## config.mk

```make
export PLATFORM = sky130hd
export DESIGN_NAME = tsense_dev
export DESIGN_NICKNAME = d
export VERILOG_FILES = /design/src/tsense_pkg.sv /design/src/tsense_dev.sv
export SDC_FILE = /design/constraint.sdc
export NUM_CORES = 1
export LEC_CHECK = 0
export BUFFER_PORTS_ARGS = -buffer_cell sky130_fd_sc_hd__buf_2
export CORE_ASPECT_RATIO = 0.75
export CORE_MARGIN = 10
export CORE_UTILIZATION = 23
export DETAILED_ROUTE_END_ITERATION = 12
export PLACE_DENSITY = 0.41
export SLEW_MARGIN = 20
export SYNTH_ARGS = -nofsm -noshare
export SYNTH_HDL_FRONTEND = slang
export SYNTH_SLANG_ARGS = --single-unit
```

## constraint.sdc

```tcl
create_clock -name clk -period 9.5 [get_ports clk]
set_input_delay 0.95 -clock clk [delete_from_list [all_inputs] [get_ports clk]]
set_output_delay 0.95 -clock clk [all_outputs]
set_load 0.02 [all_outputs]
```

## src/tsense_pkg.sv

```systemverilog
// Package for the temperature sensor standby, conversion and serial readout.
// Assumes a 20 MHz system clock and a two-wire serial bus sampled on that clock.
package tsense_pkg;
  // Clock and timing
  localparam int unsigned CLK_HZ = 20_000_000;
  localparam int unsigned CONV_TIME_US = 50_000;
  localparam int unsigned PERIOD16_US = 62_500;
  localparam int unsigned CONV_CYC_DEF = CONV_TIME_US * (CLK_HZ / 1_000_000);
  localparam int unsigned PERIOD16_CYC_DEF = PERIOD16_US * (CLK_HZ / 1_000_000);

  // Command codes
  localparam logic [7:0] CMD_LOCAL_T = 8'h00;
  localparam logic [7:0] CMD_REMOTE_T = 8'h01;
  localparam logic [7:0] CMD_STATUS = 8'h02;
  localparam logic [7:0] CMD_CFG_RD = 8'h03;
  localparam logic [7:0] CMD_RATE_RD = 8'h04;
  localparam logic [7:0] CMD_CFG_WR = 8'h09;
  localparam logic [7:0] CMD_RATE_WR = 8'h0A;
  localparam logic [7:0] CMD_SINGLE_SHOT = 8'h0F;
  localparam logic [7:0] CMD_REMOTE_F = 8'h10;
  localparam logic [7:0] CMD_LOCAL_F = 8'h11;

  // Fields and reset values
  localparam int unsigned CFG_HALT_BIT = 6;
  localparam int unsigned STATUS_BUSY_BIT = 7;
  localparam logic [7:0] CFG_RESET = 8'h20;
  localparam logic [7:0] RATE_RESET = 8'h08;
  localparam logic [7:0] RATE_MAX_CODE = 8'h08;
  localparam logic [7:0] RATE_4HZ_CODE = 8'h06;
  localparam logic [7:0] TEMP_RESET = 8'h00;
  localparam logic [6:0] SLAVE_ADDR_DEF = 7'h2A; // Arbitrary value
  localparam int unsigned FRAC_LSB = 5;
  localparam logic [2:0] LAST_BIT = 3'h7;

  typedef enum logic [2:0] {
    P_IDLE, P_ADDR, P_CMD, P_WDATA, P_ACK, P_RDATA, P_MACK
  } bus_ph_t;

  typedef enum logic [1:0] {C_IDLE, C_CONV, C_WAIT} conv_st_t;

  // Whole state of the device
  typedef struct packed {
    logic scl_m, scl_s, scl_p, sda_m, sda_s, sda_p, standby_pin_n_m, standby_pin_n_s;
    bus_ph_t ph;
    bus_ph_t after;
    logic [2:0] cnt;
    logic done;
    logic [7:0] sh;
    logic [7:0] ptr;
    logic have_cmd;
    logic wrote;
    logic sda_oe;
    logic shot;
    logic [7:0] cfg;
    logic [7:0] rate;
    logic [7:0] loc_t, loc_f, rem_t, rem_f;
    conv_st_t cst;
    logic [31:0] tmr;
    logic one_run;
    logic busy;
    logic adc_en;
    logic upd;
  } dev_state_t;
endpackage

```

## src/tsense_dev.sv

```systemverilog
// Temperature sensor device logic: serial slave, register set, standby
// control and conversion sequencing. Samples come from the analog front
// end on the same clock; scl, sda and the standby pin are asynchronous.
`timescale 1ns/1ns
`default_nettype none
module tsense_dev #(
  parameter int unsigned CONV_CYCLES = tsense_pkg::CONV_CYC_DEF,
  parameter int unsigned PERIOD16_CYCLES = tsense_pkg::PERIOD16_CYC_DEF,
  parameter logic [6:0] SLAVE_ADDR = tsense_pkg::SLAVE_ADDR_DEF
) (
  input wire logic clk,
  input wire logic rst,
  input wire logic scl_i,
  input wire logic sda_i,
  output logic sda_o,
  output logic sda_oe,
  input wire logic standby_pin_n,
  input wire logic [10:0] local_sample,
  input wire logic [10:0] remote_sample,
  output logic adc_en,
  output logic busy
);
  tsense_pkg::dev_state_t state_r;
  tsense_pkg::dev_state_t state_nxt;
  logic scl_rise, scl_fall, bus_start, bus_stop, hw_standby_pin_n, halt, ext_ok, abort;

  // Register read decode
  function automatic logic [7:0] read_mux(input tsense_pkg::dev_state_t s, input logic [7:0] a);
    logic [7:0] d;
    d = 8'h00;
    case (a)
      tsense_pkg::CMD_LOCAL_T: d = s.loc_t;
      tsense_pkg::CMD_REMOTE_T: d = s.rem_t;
      tsense_pkg::CMD_STATUS: d[tsense_pkg::STATUS_BUSY_BIT] = s.busy;
      tsense_pkg::CMD_CFG_RD: d = s.cfg;
      tsense_pkg::CMD_RATE_RD: d = s.rate;
      tsense_pkg::CMD_REMOTE_F: d = s.rem_f;
      tsense_pkg::CMD_LOCAL_F: d = s.loc_f;
      default: d = 8'h00;
    endcase
    return d;
  endfunction

  // Wait from the end of one conversion to the next start, for a rate code
  function automatic logic [31:0] period_cyc(input logic [7:0] r);
    logic [7:0] c;
    c = (r > tsense_pkg::RATE_MAX_CODE) ? tsense_pkg::RATE_MAX_CODE : r;
    return PERIOD16_CYCLES << (tsense_pkg::RATE_MAX_CODE - c);
  endfunction

  // Edges and conditions from the synchronised copies
  assign scl_rise = state_r.scl_s & ~state_r.scl_p;
  assign scl_fall = ~state_r.scl_s & state_r.scl_p;
  assign bus_start = state_r.scl_s & state_r.scl_p & state_r.sda_p & ~state_r.sda_s;
  assign bus_stop = state_r.scl_s & state_r.scl_p & ~state_r.sda_p & state_r.sda_s;
  assign hw_standby_pin_n = ~state_r.standby_pin_n_s;
  assign halt = state_r.cfg[tsense_pkg::CFG_HALT_BIT];
  assign ext_ok = state_r.rate <= tsense_pkg::RATE_4HZ_CODE;
  assign abort = hw_standby_pin_n | (halt & ~state_r.one_run);

  // Next state of bus slave and converter sequencing
  always_comb begin
    state_nxt = state_r;
    state_nxt.scl_m = scl_i;
    state_nxt.scl_s = state_r.scl_m;
    state_nxt.scl_p = state_r.scl_s;
    state_nxt.sda_m = sda_i;
    state_nxt.sda_s = state_r.sda_m;
    state_nxt.sda_p = state_r.sda_s;
    state_nxt.standby_pin_n_m = standby_pin_n;
    state_nxt.standby_pin_n_s = state_r.standby_pin_n_m;
    state_nxt.shot = 1'b0;
    state_nxt.upd = 1'b0;
    // Serial slave, alive in every standby mode
    if (bus_start) begin
      state_nxt.ph = tsense_pkg::P_ADDR;
      state_nxt.cnt = 3'h0;
      state_nxt.done = 1'b0;
      state_nxt.sda_oe = 1'b0;
      state_nxt.have_cmd = 1'b0;
      state_nxt.wrote = 1'b0;
    end else if (bus_stop) begin
      // Send Byte ends here: only the single-shot code acts
      state_nxt.shot = state_r.have_cmd & ~state_r.wrote
        & (state_r.ptr == tsense_pkg::CMD_SINGLE_SHOT);
      state_nxt.ph = tsense_pkg::P_IDLE;
      state_nxt.sda_oe = 1'b0;
      state_nxt.have_cmd = 1'b0;
    end else if (scl_rise) begin
      case (state_r.ph)
        tsense_pkg::P_ADDR, tsense_pkg::P_CMD, tsense_pkg::P_WDATA, tsense_pkg::P_RDATA: begin
          if (state_r.ph != tsense_pkg::P_RDATA) begin
            state_nxt.sh = {state_r.sh[6:0], state_r.sda_s};
          end
          state_nxt.cnt = state_r.cnt + 3'h1;
          state_nxt.done = (state_r.cnt == tsense_pkg::LAST_BIT);
        end
        tsense_pkg::P_MACK: begin
          state_nxt.ph = state_r.sda_s ? tsense_pkg::P_IDLE : tsense_pkg::P_ACK;
          state_nxt.after = tsense_pkg::P_RDATA;
        end
        default: ;
      endcase
    end else if (scl_fall) begin
      if (state_r.done) begin
        state_nxt.done = 1'b0;
        state_nxt.cnt = 3'h0;
        case (state_r.ph)
          tsense_pkg::P_ADDR: begin
            if (state_r.sh[7:1] == SLAVE_ADDR) begin
              state_nxt.sda_oe = 1'b1;
              state_nxt.ph = tsense_pkg::P_ACK;
              state_nxt.after = state_r.sh[0] ? tsense_pkg::P_RDATA : tsense_pkg::P_CMD;
            end else begin
              state_nxt.ph = tsense_pkg::P_IDLE;
            end
          end
          tsense_pkg::P_CMD: begin
            state_nxt.ptr = state_r.sh;
            state_nxt.have_cmd = 1'b1;
            state_nxt.sda_oe = 1'b1;
            state_nxt.ph = tsense_pkg::P_ACK;
            state_nxt.after = tsense_pkg::P_WDATA;
          end
          tsense_pkg::P_WDATA: begin
            // Write Byte: only configuration and rate are writable
            if (state_r.ptr == tsense_pkg::CMD_CFG_WR) begin
              state_nxt.cfg = state_r.sh;
            end
            if (state_r.ptr == tsense_pkg::CMD_RATE_WR) begin
              state_nxt.rate = state_r.sh;
            end
            state_nxt.wrote = 1'b1;
            state_nxt.sda_oe = 1'b1;
            state_nxt.ph = tsense_pkg::P_ACK;
            state_nxt.after = tsense_pkg::P_IDLE;
          end
          tsense_pkg::P_RDATA: begin
            state_nxt.sda_oe = 1'b0;
            state_nxt.ph = tsense_pkg::P_MACK;
          end
          default: state_nxt.ph = tsense_pkg::P_IDLE;
        endcase
      end else if (state_r.ph == tsense_pkg::P_ACK) begin
        state_nxt.cnt = 3'h0;
        state_nxt.ph = state_r.after;
        state_nxt.sda_oe = 1'b0;
        if (state_r.after == tsense_pkg::P_RDATA) begin
          // Read Byte or Receive Byte: pointer selects the data
          state_nxt.sh = read_mux(state_r, state_r.ptr);
          state_nxt.sda_oe = ~state_nxt.sh[7];
        end
      end else if (state_r.ph == tsense_pkg::P_RDATA) begin
        state_nxt.sh = {state_r.sh[6:0], 1'b0};
        state_nxt.sda_oe = ~state_r.sh[6];
      end
    end
    // Conversion sequencing
    case (state_r.cst)
      tsense_pkg::C_IDLE: begin
        if (!hw_standby_pin_n && !halt) begin
          state_nxt.cst = tsense_pkg::C_CONV;
          state_nxt.tmr = CONV_CYCLES;
        end else if (state_r.shot && halt && !hw_standby_pin_n) begin
          state_nxt.cst = tsense_pkg::C_CONV;
          state_nxt.tmr = CONV_CYCLES;
          state_nxt.one_run = 1'b1;
        end
      end
      tsense_pkg::C_CONV: begin
        if (abort) begin
          state_nxt.cst = tsense_pkg::C_IDLE;
          state_nxt.one_run = 1'b0;
        end else if (state_r.tmr <= 32'h1) begin
          // Both channels and their fractions from one result
          state_nxt.loc_t = local_sample[10:3];
          state_nxt.rem_t = remote_sample[10:3];
          state_nxt.loc_f = ext_ok ? {local_sample[2:0], 5'h00} : 8'h00;
          state_nxt.rem_f = ext_ok ? {remote_sample[2:0], 5'h00} : 8'h00;
          state_nxt.upd = 1'b1;
          state_nxt.one_run = 1'b0;
          state_nxt.cst = halt ? tsense_pkg::C_IDLE : tsense_pkg::C_WAIT;
          state_nxt.tmr = period_cyc(state_r.rate);
        end else begin
          state_nxt.tmr = state_r.tmr - 32'h1;
        end
      end
      tsense_pkg::C_WAIT: begin
        if (hw_standby_pin_n || halt) begin
          state_nxt.cst = tsense_pkg::C_IDLE;
        end else if (state_r.tmr <= 32'h1) begin
          state_nxt.cst = tsense_pkg::C_CONV;
          state_nxt.tmr = CONV_CYCLES;
        end else begin
          state_nxt.tmr = state_r.tmr - 32'h1;
        end
      end
      default: state_nxt.cst = tsense_pkg::C_IDLE;
    endcase
    state_nxt.busy = (state_nxt.cst == tsense_pkg::C_CONV);
    state_nxt.adc_en = (state_nxt.cst == tsense_pkg::C_CONV);
  end

  // State register
  always_ff @(posedge clk) begin
    if (rst) begin
      state_r <= '0;
      state_r.scl_m <= 1'b1;
      state_r.scl_s <= 1'b1;
      state_r.scl_p <= 1'b1;
      state_r.sda_m <= 1'b1;
      state_r.sda_s <= 1'b1;
      state_r.sda_p <= 1'b1;
      state_r.standby_pin_n_m <= 1'b1;
      state_r.standby_pin_n_s <= 1'b1;
      state_r.ph <= tsense_pkg::P_IDLE;
      state_r.after <= tsense_pkg::P_IDLE;
      state_r.cfg <= tsense_pkg::CFG_RESET;
      state_r.rate <= tsense_pkg::RATE_RESET;
      state_r.loc_t <= tsense_pkg::TEMP_RESET;
      state_r.rem_t <= tsense_pkg::TEMP_RESET;
      state_r.loc_f <= tsense_pkg::TEMP_RESET;
      state_r.rem_f <= tsense_pkg::TEMP_RESET;
      state_r.cst <= tsense_pkg::C_IDLE;
    end else begin
      state_r <= state_nxt;
    end
  end

  // Outputs straight from the state register, except sda_o, which is tied low
  assign sda_o = 1'b0;
  assign sda_oe = state_r.sda_oe;
  assign adc_en = state_r.adc_en;
  assign busy = state_r.busy;
endmodule
`default_nettype wire

```

# After elaboration in Yosys (flattened, before gate mapping)
# Index checks and enable logic that the tools add are counted.
[word_totals] ff_bits=122 inputBits=27 out_inout_bits=4 elab_cells=194
[classes] addsub=3 order_cmp=3 n_eq_ne=37 shifts=1 n_mux=60 bitwise_logic=24 n_reduce_logical=37
[ops] op="$mux W32" n=4
[ops] op="$pmux W32 S3" n=1
[ops] op="$mux W8" n=8
[ops] op="$pmux W7 S6" n=1
[ops] op="$mux W35" n=1
[ops] op="$mux W34" n=1
[ops] op="$le A32 B1 Y1 const B" n=1
[ops] op="$shl A21 B8 Y32 const A" n=1
[ops] op="$sub A32 B1 Y32 const B" n=1
[ops] op="$mux W29" n=1
[ops] op="$mux W3" n=9
[ops] op="$eq A8 B4 Y1 const B" n=3
[ops] op="$reduce_and A7 Y1" n=3
[ops] op="$mux W1" n=18
[ops] op="$mux W18" n=1
[ops] op="$pmux W3 S3" n=2
[ops] op="$eq A8 B2 Y1 const B" n=2
[ops] op="$eq A8 B5 Y1 const B" n=2
[ops] op="$reduce_and A4 Y1" n=4
[ops] op="$eq A3 B3 Y1 const B" n=5
[ops] op="$ne A3 B3 Y1 const B" n=5
[ops] op="$not A1 Y1" n=13
[ops] op="$mux W12" n=1
[ops] op="$reduce_and A3 Y1" n=4
[ops] op="41 further kinds" n=73

# Depth between registers and ports, before layout
# Gate-level depths: netlist of run 1.
[depth] word_depth=17 ltp_mapped=13 ltp_nobuf=10

# Worst setup path after synthesis of run 1
# OpenSTA, ideal clock, no wires.
[synth_timing] kind="register to register" from="reg state_r[77] (netlist name)" to="reg state_r[28] (netlist name)" setup_ns=0.079 arrival_time_ns=2.939 required_time_ns=9.421 setup_slack_ns=6.482 path_stages_with_launch=13 n_path_buf=4 synth_period_minus_slack_ns=3.018 cell_sequence="dfxtp_1 > or3_1 > nor2_1 > clkbuf_1 > nand2_1 > ha_1 > clkbuf_1 > clkbuf_1 > clkbuf_1 > inv_1 > o21ai_0 > nand3_1 > o211ai_1"
[synth_between] elab_chain_len=7
[synth_lines] item="start, declared" line="tsense_dev.sv:23" text="tsense_pkg::dev_state_t state_r;"
[synth_lines] item="start signal, assigned" line="tsense_dev.sv:226" text="state_r <= state_nxt;"
[synth_lines] item="$gt A8 B4 Y1" line="tsense_dev.sv:47" text="c = (r > tsense_pkg::RATE_MAX_CODE) ? tsense_pkg::RATE_MAX_CODE : r;"
[synth_lines] item="$mux W8 *" line="tsense_dev.sv:47"
[synth_lines] item="$sub A4 B8 Y8 *" line="tsense_dev.sv:48" text="return PERIOD16_CYCLES << (tsense_pkg::RATE_MAX_CODE - c);"
[synth_lines] item="$shl A21 B8 Y32 *" line="tsense_dev.sv:48"
[synth_lines] item="$mux W32 *" line="tsense_dev.sv:174" text="end else if (state_r.tmr <= 32'h1) begin"
[synth_lines] item="$mux W32 *" line="tsense_dev.sv:171" text="if (abort) begin"
[synth_lines] item="$pmux W32 S3 *" line="tsense_dev.sv:159" text="case (state_r.cst)"
# Every way passes the cells marked *; elsewhere a longest branch is shown, timed or not. The select of a mux whose other input is x is not followed.
# A chain may end at the register's enable or synchronous reset.

# Worst setup path after layout of run 1
[layout_timing] from="reg state_r[77] (netlist name)" to="reg state_r[22] (netlist name)"
# Same word-level chain as after synthesis.

==> results of run 1 <==
==> through the flow <==
stage               worst slack (ps)  hold WS [ps]  cell area (um2)  util [%]
floorplan                       6480           389             6820         -
detailed placement              6070           401             7250      24.9
CTS                             6020           419             7580      26.0
finish                          5970           415             7580      26.0
global placement                6140           395             7250      24.9
global route                    5740           439             7580      26.0
==> flip-flops by register name, summed over array words and instances, names as in the netlist <==
register and count:
state_nxt 5, adc_en 1, sda_oe 1, state_r 104
halt 1
==> cells by family (layout without fill, tap and decap cells) <==
kind of cell / Yosys count / after routing / synth area share [%]
adder cells (fa/ha/maj): 12 / 12 / 2.20
XOR/XNOR: 10 / 10 / 1.28
buffers and inverters: 88 / 75 / 5.23
AND/OR/NAND/NOR: 400 / 400 / 29.5
AO/OA/AOI/OAI: 250 / 250 / 23.5
flip-flops: 112 / 112 / 32.9
other: 1 / 1 / 0.0550
multiplexers: 35 / 35 / 5.37
==> Yosys cell counts (4+ instances only) <==
master	number	area (um2)
xnor2_1	5	43.8
buf_4	4	30.0
or3_1	8	50.1
nand3_1	33	165
o31ai_1	4	30.0
or2_2	15	93.8
a21oi_1	88	440
o211ai_1	14	105
a221oi_1	4	35.0
nor2b_1	16	100
and2_1	8	50.1
xor2_1	5	43.8
dfxtp_1	112	2240
mux2i_1	31	310
nand2b_1	10	62.6
ha_1	12	150
nand2_1	104	390
a22oi_1	12	90.1
nor3_1	32	160
a22o_1	8	70.1
inv_1	19	71.3
clkbuf_1	59	221
nor4_1	20	125
and3_1	7	43.8
a31oi_1	11	68.8
nor2_1	96	360
nand4_1	11	68.8
a211oi_1	7	52.6
nor3b_1	6	45.0
o32ai_1	4	35.0
o21ai_0	47	235
or4_1	12	90.1
a21o_1	7	52.6
==> layout make-up <==
| cell class | count | area (um2) |
|---|---|---|
| Fill cell | 3218 | 21600 |
| Inverter | 20 | 75.1 |
| Clock inverter | 7 | 105 |
| Multi-Input combinational cell | 708 | 4230 |
| Clock buffer | 9 | 225 |
| Tap cell | 392 | 490 |
| Sequential cell | 112 | 2240 |
| Timing Repair Buffer | 39 | 220 |
==> critical path, stage by stage (launching register included) <==
cell and delay, ps:
dfxtp_1 340, or3_1 420, nor2_1 100, buf_4 230, nand2_1 120, ha_1 460, xnor2_1 550, o21ai_0 140
o21ai_0 110, nor2_1 90, a2111oi_0 630, o32ai_1 180
==> power breakdown <==
group	internal, uW	switching, uW	leakage, uW
sequential	497	41.8	0.000907
combinational	138	302	0.00166
clock	216	219	0.000161
==> final timing paths <==
path                  endpoint  slack, ps  cells after the start
hold / removal    state_r[116]        420                      1
setup reg to reg   state_r[22]       5970                     11
setup / recovery   state_r[22]       5970                     11
hold reg to reg   state_r[116]        420                      1
==> metal layers <==
layer / track usage (%) / vias up / routed length [um]
met5: 0 / - / 0
met1: 20.0 / 3173 / 12900
met4: 2.54 / 0 / 195
li1: - / 3268 / -
met3: 3.06 / 14 / 1580
met2: 17.0 / 245 / 9260
==> impl_results.md, run 1 <==
* Mapped Cells at 908
* Power Density at 187 mW/mm2
* WL/cell at 18.6 um
* Startpoint Class: flop
* CTS buffer count at 9
* Final GP Congestion at 0.895
* Max Cap Viol at 0
* Post-CTS Setup Bufs at 0
* Highest-count cells in the layout ignoring fill and taps: dfxtp_1 (112), nand2_1 (104), nor2_1 (96), a21oi_1 (88), o21ai_0 (47)
* N_diodes at 0
* Antenna violations before repair at 0
* GR Overflow Total at 0
* Fmax at 0.283 GHz
* Post-CTS sizing at 0
* Leakage power figure at 0.00272 uW
* HP Start: state_nxt[116]
* Clk root buf: clkbuf_16
* Pins Over Slew Limit at 0
* Worst Path Required at 9730 ps
* Crit end category: flop
* Syn nets at 947
* Max Clock Skew at 17.3 ps
* DIE AREA at 0.0370 mm2
* Worst min path class: reg -> reg
* Post-DP HPWL at 17300 um
* Max_slew headroom at 32.5%
* Commonest non-fill, non-tap cell in the layout: dfxtp_1
* Synth Warn # at 0
* # IOs at 31
* Ys flop type: dfxtp_1
* CTS Hold Bufs at 0
* EDFF count, synth at 0
* Register area share after synthesis at 32.9%
* CTS tree: built
* Final cell count without fillers at 1287
* Yosys reg bits at 112
* Synth unique cells at 75
* Initial Util at 23.4%
* Largest net degree at the start of global routing at 79
* Power Total at 1410 uW
* Crit path kind: reg -> reg
* Setup TNS at 0 ps
* DRC Markers at 0
* Asr flop ratio synth at 0%
* Die height at 169 um
* First-pass GRT wire length at 37600 um
* Worst slew pin tran at 1010 ps
* Num Clock Sinks at 112
* WP data arrival at 3760 ps
* Horiz. Die Dim at 219 um
* Crit-path max FO at 20
* Syn-to-layout area delta at 11.1%
* Port bufs at 29
* Layout cells sized above 1 at 9.50%
* Final setup violation count at 0
* Netlist Area Pre-Place at 0.00682 mm2
* Period utilisation layout at 37.1%
* Hold Fails Final Rpt at 0
* Vias per inst at 5.21
* Reg2Reg Launch Point: state_r[77]
* Nets at 929
* Clk_lat worst skew at 380 ps
* Worst vdd ir at 0.0954 mV
* CP startpoint: state_r[77]
* TritonRoute pass-1 iters at 5
* Total Routed Length at 23900 um
* FP Rows at 54
* Avg Cell Area, Syn at 7.52 um2
* Status: finished, final reports clean
* Clk buf depth at 2
* Vias in the first global route at 6195
* Core area at 0.0292 mm2
* CTS H-tree lvls at 3
* Dpl cells at 1271
* GRT Resource Usage Total at 12.8%
* Detail Route Antenna Nets at 0
* Fin crit period at 3530 ps
* DR iter-0 viols at 596
* DR vias at 6700
* RSZ-0062 raised after global routing: no
* Worst-path clk slew at 100 ps
Power figures use the tool's default switching activity.
==> run 2, diff against run 1 <==
- clock period: 9.5 -> 3.4 ns (I/O delays scaled with it)
==> impl_results.md, run 2 (synthesized netlist as in run 1, its figures left out) <==
* Worst min path class: in -> reg
* Layout cells sized above 1 at 12.9% (+3.4 points)
* Power Density at 519 mW/mm2 (+180%)
* Filler Cells Inserted at 3237 (+0.59%)
* Slack of the worst reg-to-reg path at 260 ps (-5710 ps)
* Worst slew pin tran at 861 ps (-150 ps)
* Max_slew headroom at 42.4% (+9.9 points)
* Pins Over Slew Limit at 0 (unchanged)
* DRC Markers at 0 (unchanged)
* Max Clock Skew at 10.1 ps (-7.27 ps)
* # IOs at 31 (unchanged)
* GRT Resource Usage Total at 13.2% (+0.41 points)
* Post-DP HPWL at 18100 um (+4.6%)
* Initial Util at 23.4% (unchanged)
* Period utilisation layout at 92.4% (+55 points)
* Clk buf depth at 2 (unchanged)
* CTS H-tree lvls at 3 (unchanged)
* Detail Route Antenna Nets at 0 (unchanged)
* Clk_lat worst skew at 370 ps (about the same)
* Antenna violations before repair at 0 (unchanged)
* Worst Path Required at 3660 ps (-6070 ps)
* CTS buffer count at 9 (unchanged)
* Vias per inst at 5.17 (-0.65%)
* Crit path kind: reg -> reg
* Setup WS pre-CTS at 14.0 ps (-6060 ps)
* Hold Fails Final Rpt at 0 (unchanged)
* Final cell count without fillers at 1320 (+2.6%)
* DR vias at 6827 (+1.9%)
* Worst vdd ir at 0.223 mV (+130%)
* Die height at 169 um (unchanged)
* Worst-path clk slew at 90 ps (about the same)
* Max Cap Viol at 0 (unchanged)
* WP data arrival at 3400 ps (-360 ps)
* Port bufs at 29 (unchanged)
* Clk root buf: clkbuf_16
* Num Clock Sinks at 112 (unchanged)
* Leakage power figure at 0.00290 uW (+6.3%)
* Final setup violation count at 0 (unchanged)
* Cell area after layout at 0.00785 mm2 (+3.5%)
* Met1 GRT Util at 21.0% (+0.99 points)
* Core area at 0.0292 mm2 (unchanged)
* DIE AREA at 0.0370 mm2 (unchanged)
* Cells on worst reg2reg path at 12 (+1)
* Syn-to-layout area delta at 15.1%
* Highest-count cells in the layout ignoring fill and taps: dfxtp_1 (112), nand2_1 (104), nor2_1 (96), a21oi_1 (88), o21ai_0 (47)
* WL/cell at 18.8 um (+1.2%)
* Crit end category: flop
* Startpoint Class: flop
* Final core occ at 26.9% (+0.92 points)
* Commonest non-fill, non-tap cell in the layout: dfxtp_1
* Hold slack at 159 ps (-257 ps)
* HP Start: scl_i
* Total Routed Length at 24800 um (+3.8%)
* Fin crit period at 3140 ps (-388 ps)
* TritonRoute pass-1 iters at 5 (unchanged)
* RR Endpoint: state_r[22]
* Largest net degree at the start of global routing at 63 (-20%)
* Vias in the first global route at 6347 (+2.5%)
* Dpl cells at 1304 (+2.6%)
* WHS Path Cells at 2 (+1)
* Most flop-heavy register: state_r
* Max reg flops at 104 (unchanged)
* N_diodes at 0 (unchanged)
* Status: finished, final reports clean
* RSZ-0062 raised after global routing: no
* Met3 Use GR at 3.01% (-0.053 points)
* GR Overflow Total at 0 (unchanged)
* First-pass GRT wire length at 38800 um (+3.1%)
* Hold Path End: state_nxt[122]
* Placed Area at 0.00751 mm2 (+3.6%)
* Final GP Congestion at 0.865 (-3.4%)
* Horiz. Die Dim at 219 um (unchanged)
* Reg2Reg Launch Point: state_r[77]
* CTS tree: built
* Layer carrying the most global-route usage: met1
* Nets at 962 (+3.6%)
* CTS Hold Bufs at 0 (unchanged)
* DR iter-0 viols at 697 (+17%)
* FP Rows at 54 (unchanged)
* Crit-path max FO at 8 (-60%)
* Fmax at 0.318 GHz (+12%)
* Setup WS post-layout at 259 ps (-5710 ps)
* GRT met2 Usage at 17.1% (+0.15 points)
## run 2: changes by cell type in the layout (fill, tap and decap cells not counted)
cell       delta
a2111oi_2     +1
inv_8         -2
buf_12        +1
a2111oi_1     +1
a2111oi_0     -2
inv_6         +2
buf_4        +32
a31oi_2       +1
a31oi_1       -1
## run 2: layer usage
| metal | wire, um | vias up | share of wire, % |
|---|---|---|---|
| met5 | 0 | - | 0 |
| met4 | 246 | 0 | 0.99 |
| met3 | 1630 | 17 | 6.6 |
| met2 | 9370 | 238 | 38 |
| met1 | 13600 | 3230 | 55 |
| li1 | - | 3342 | - |
## run 2: worst max path at each step
stage                      from     endpoint  slack [ps]  cells after the start
floorplan           state_r[77]  state_r[28]         380                     12
global placement    state_r[77]  state_r[22]        -120                     12
detailed placement  state_r[77]  state_r[22]          10                     12
CTS                 state_r[77]  state_r[22]         160                     12
global route        state_r[77]  state_r[22]          30                     12
finish              state_r[77]  state_r[22]         260                     12
## run 2: through the flow
stage / power, uW / TNS, ps
after floorplan: 2350 / 0
after global placement: 2890 / -117
after detailed placement: 2870 / 0
after CTS: 4080 / 0
after global routing: 4290 / 0
final: 4070 / 0
## run 2: worst max-delay path, cell delays in order (launching register included)
cell and delay, ps:
dfxtp_1 340, or3_1 430, nor2_1 180, buf_4 180, nand2_1 60, ha_1 280
xnor2_1 430, o21ai_0 120, o21ai_0 100, nor2_1 80, a2111oi_2 580, buf_4 200
o32ai_1 60
## run 2: what timing repair did
| item | in CTS | in global routing |
|---|---|---|
| setup buffers | 0 | 0 |
| endpoints found under the setup margin | 1 | 2 |
| hold endpoints to repair | 0 | 0 |
| resized for setup | 1 | 2 |
## run 2: area by class of cell
type                            instances  area (um2)  area share [%]
Clock buffer                            9         225            2.87
Inverter                               20        75.1           0.956
Timing Repair Buffer                   72         480            6.12
Clock inverter                          7         100            1.27
Sequential cell                       112        2240            28.6
Multi-Input combinational cell        708        4240            54.0
Tap cell                              392         490            6.25
## run 2: power by group
part / total [uW] / leakage, uW / internal [uW] / switching [uW]
registers: 1500 / 0.000907 / 1390 / 111
clock network: 1200 / 0.000158 / 599 / 599
logic: 1380 / 0.00183 / 476 / 901
total: 4070 / 0.00290 / 2460 / 1610
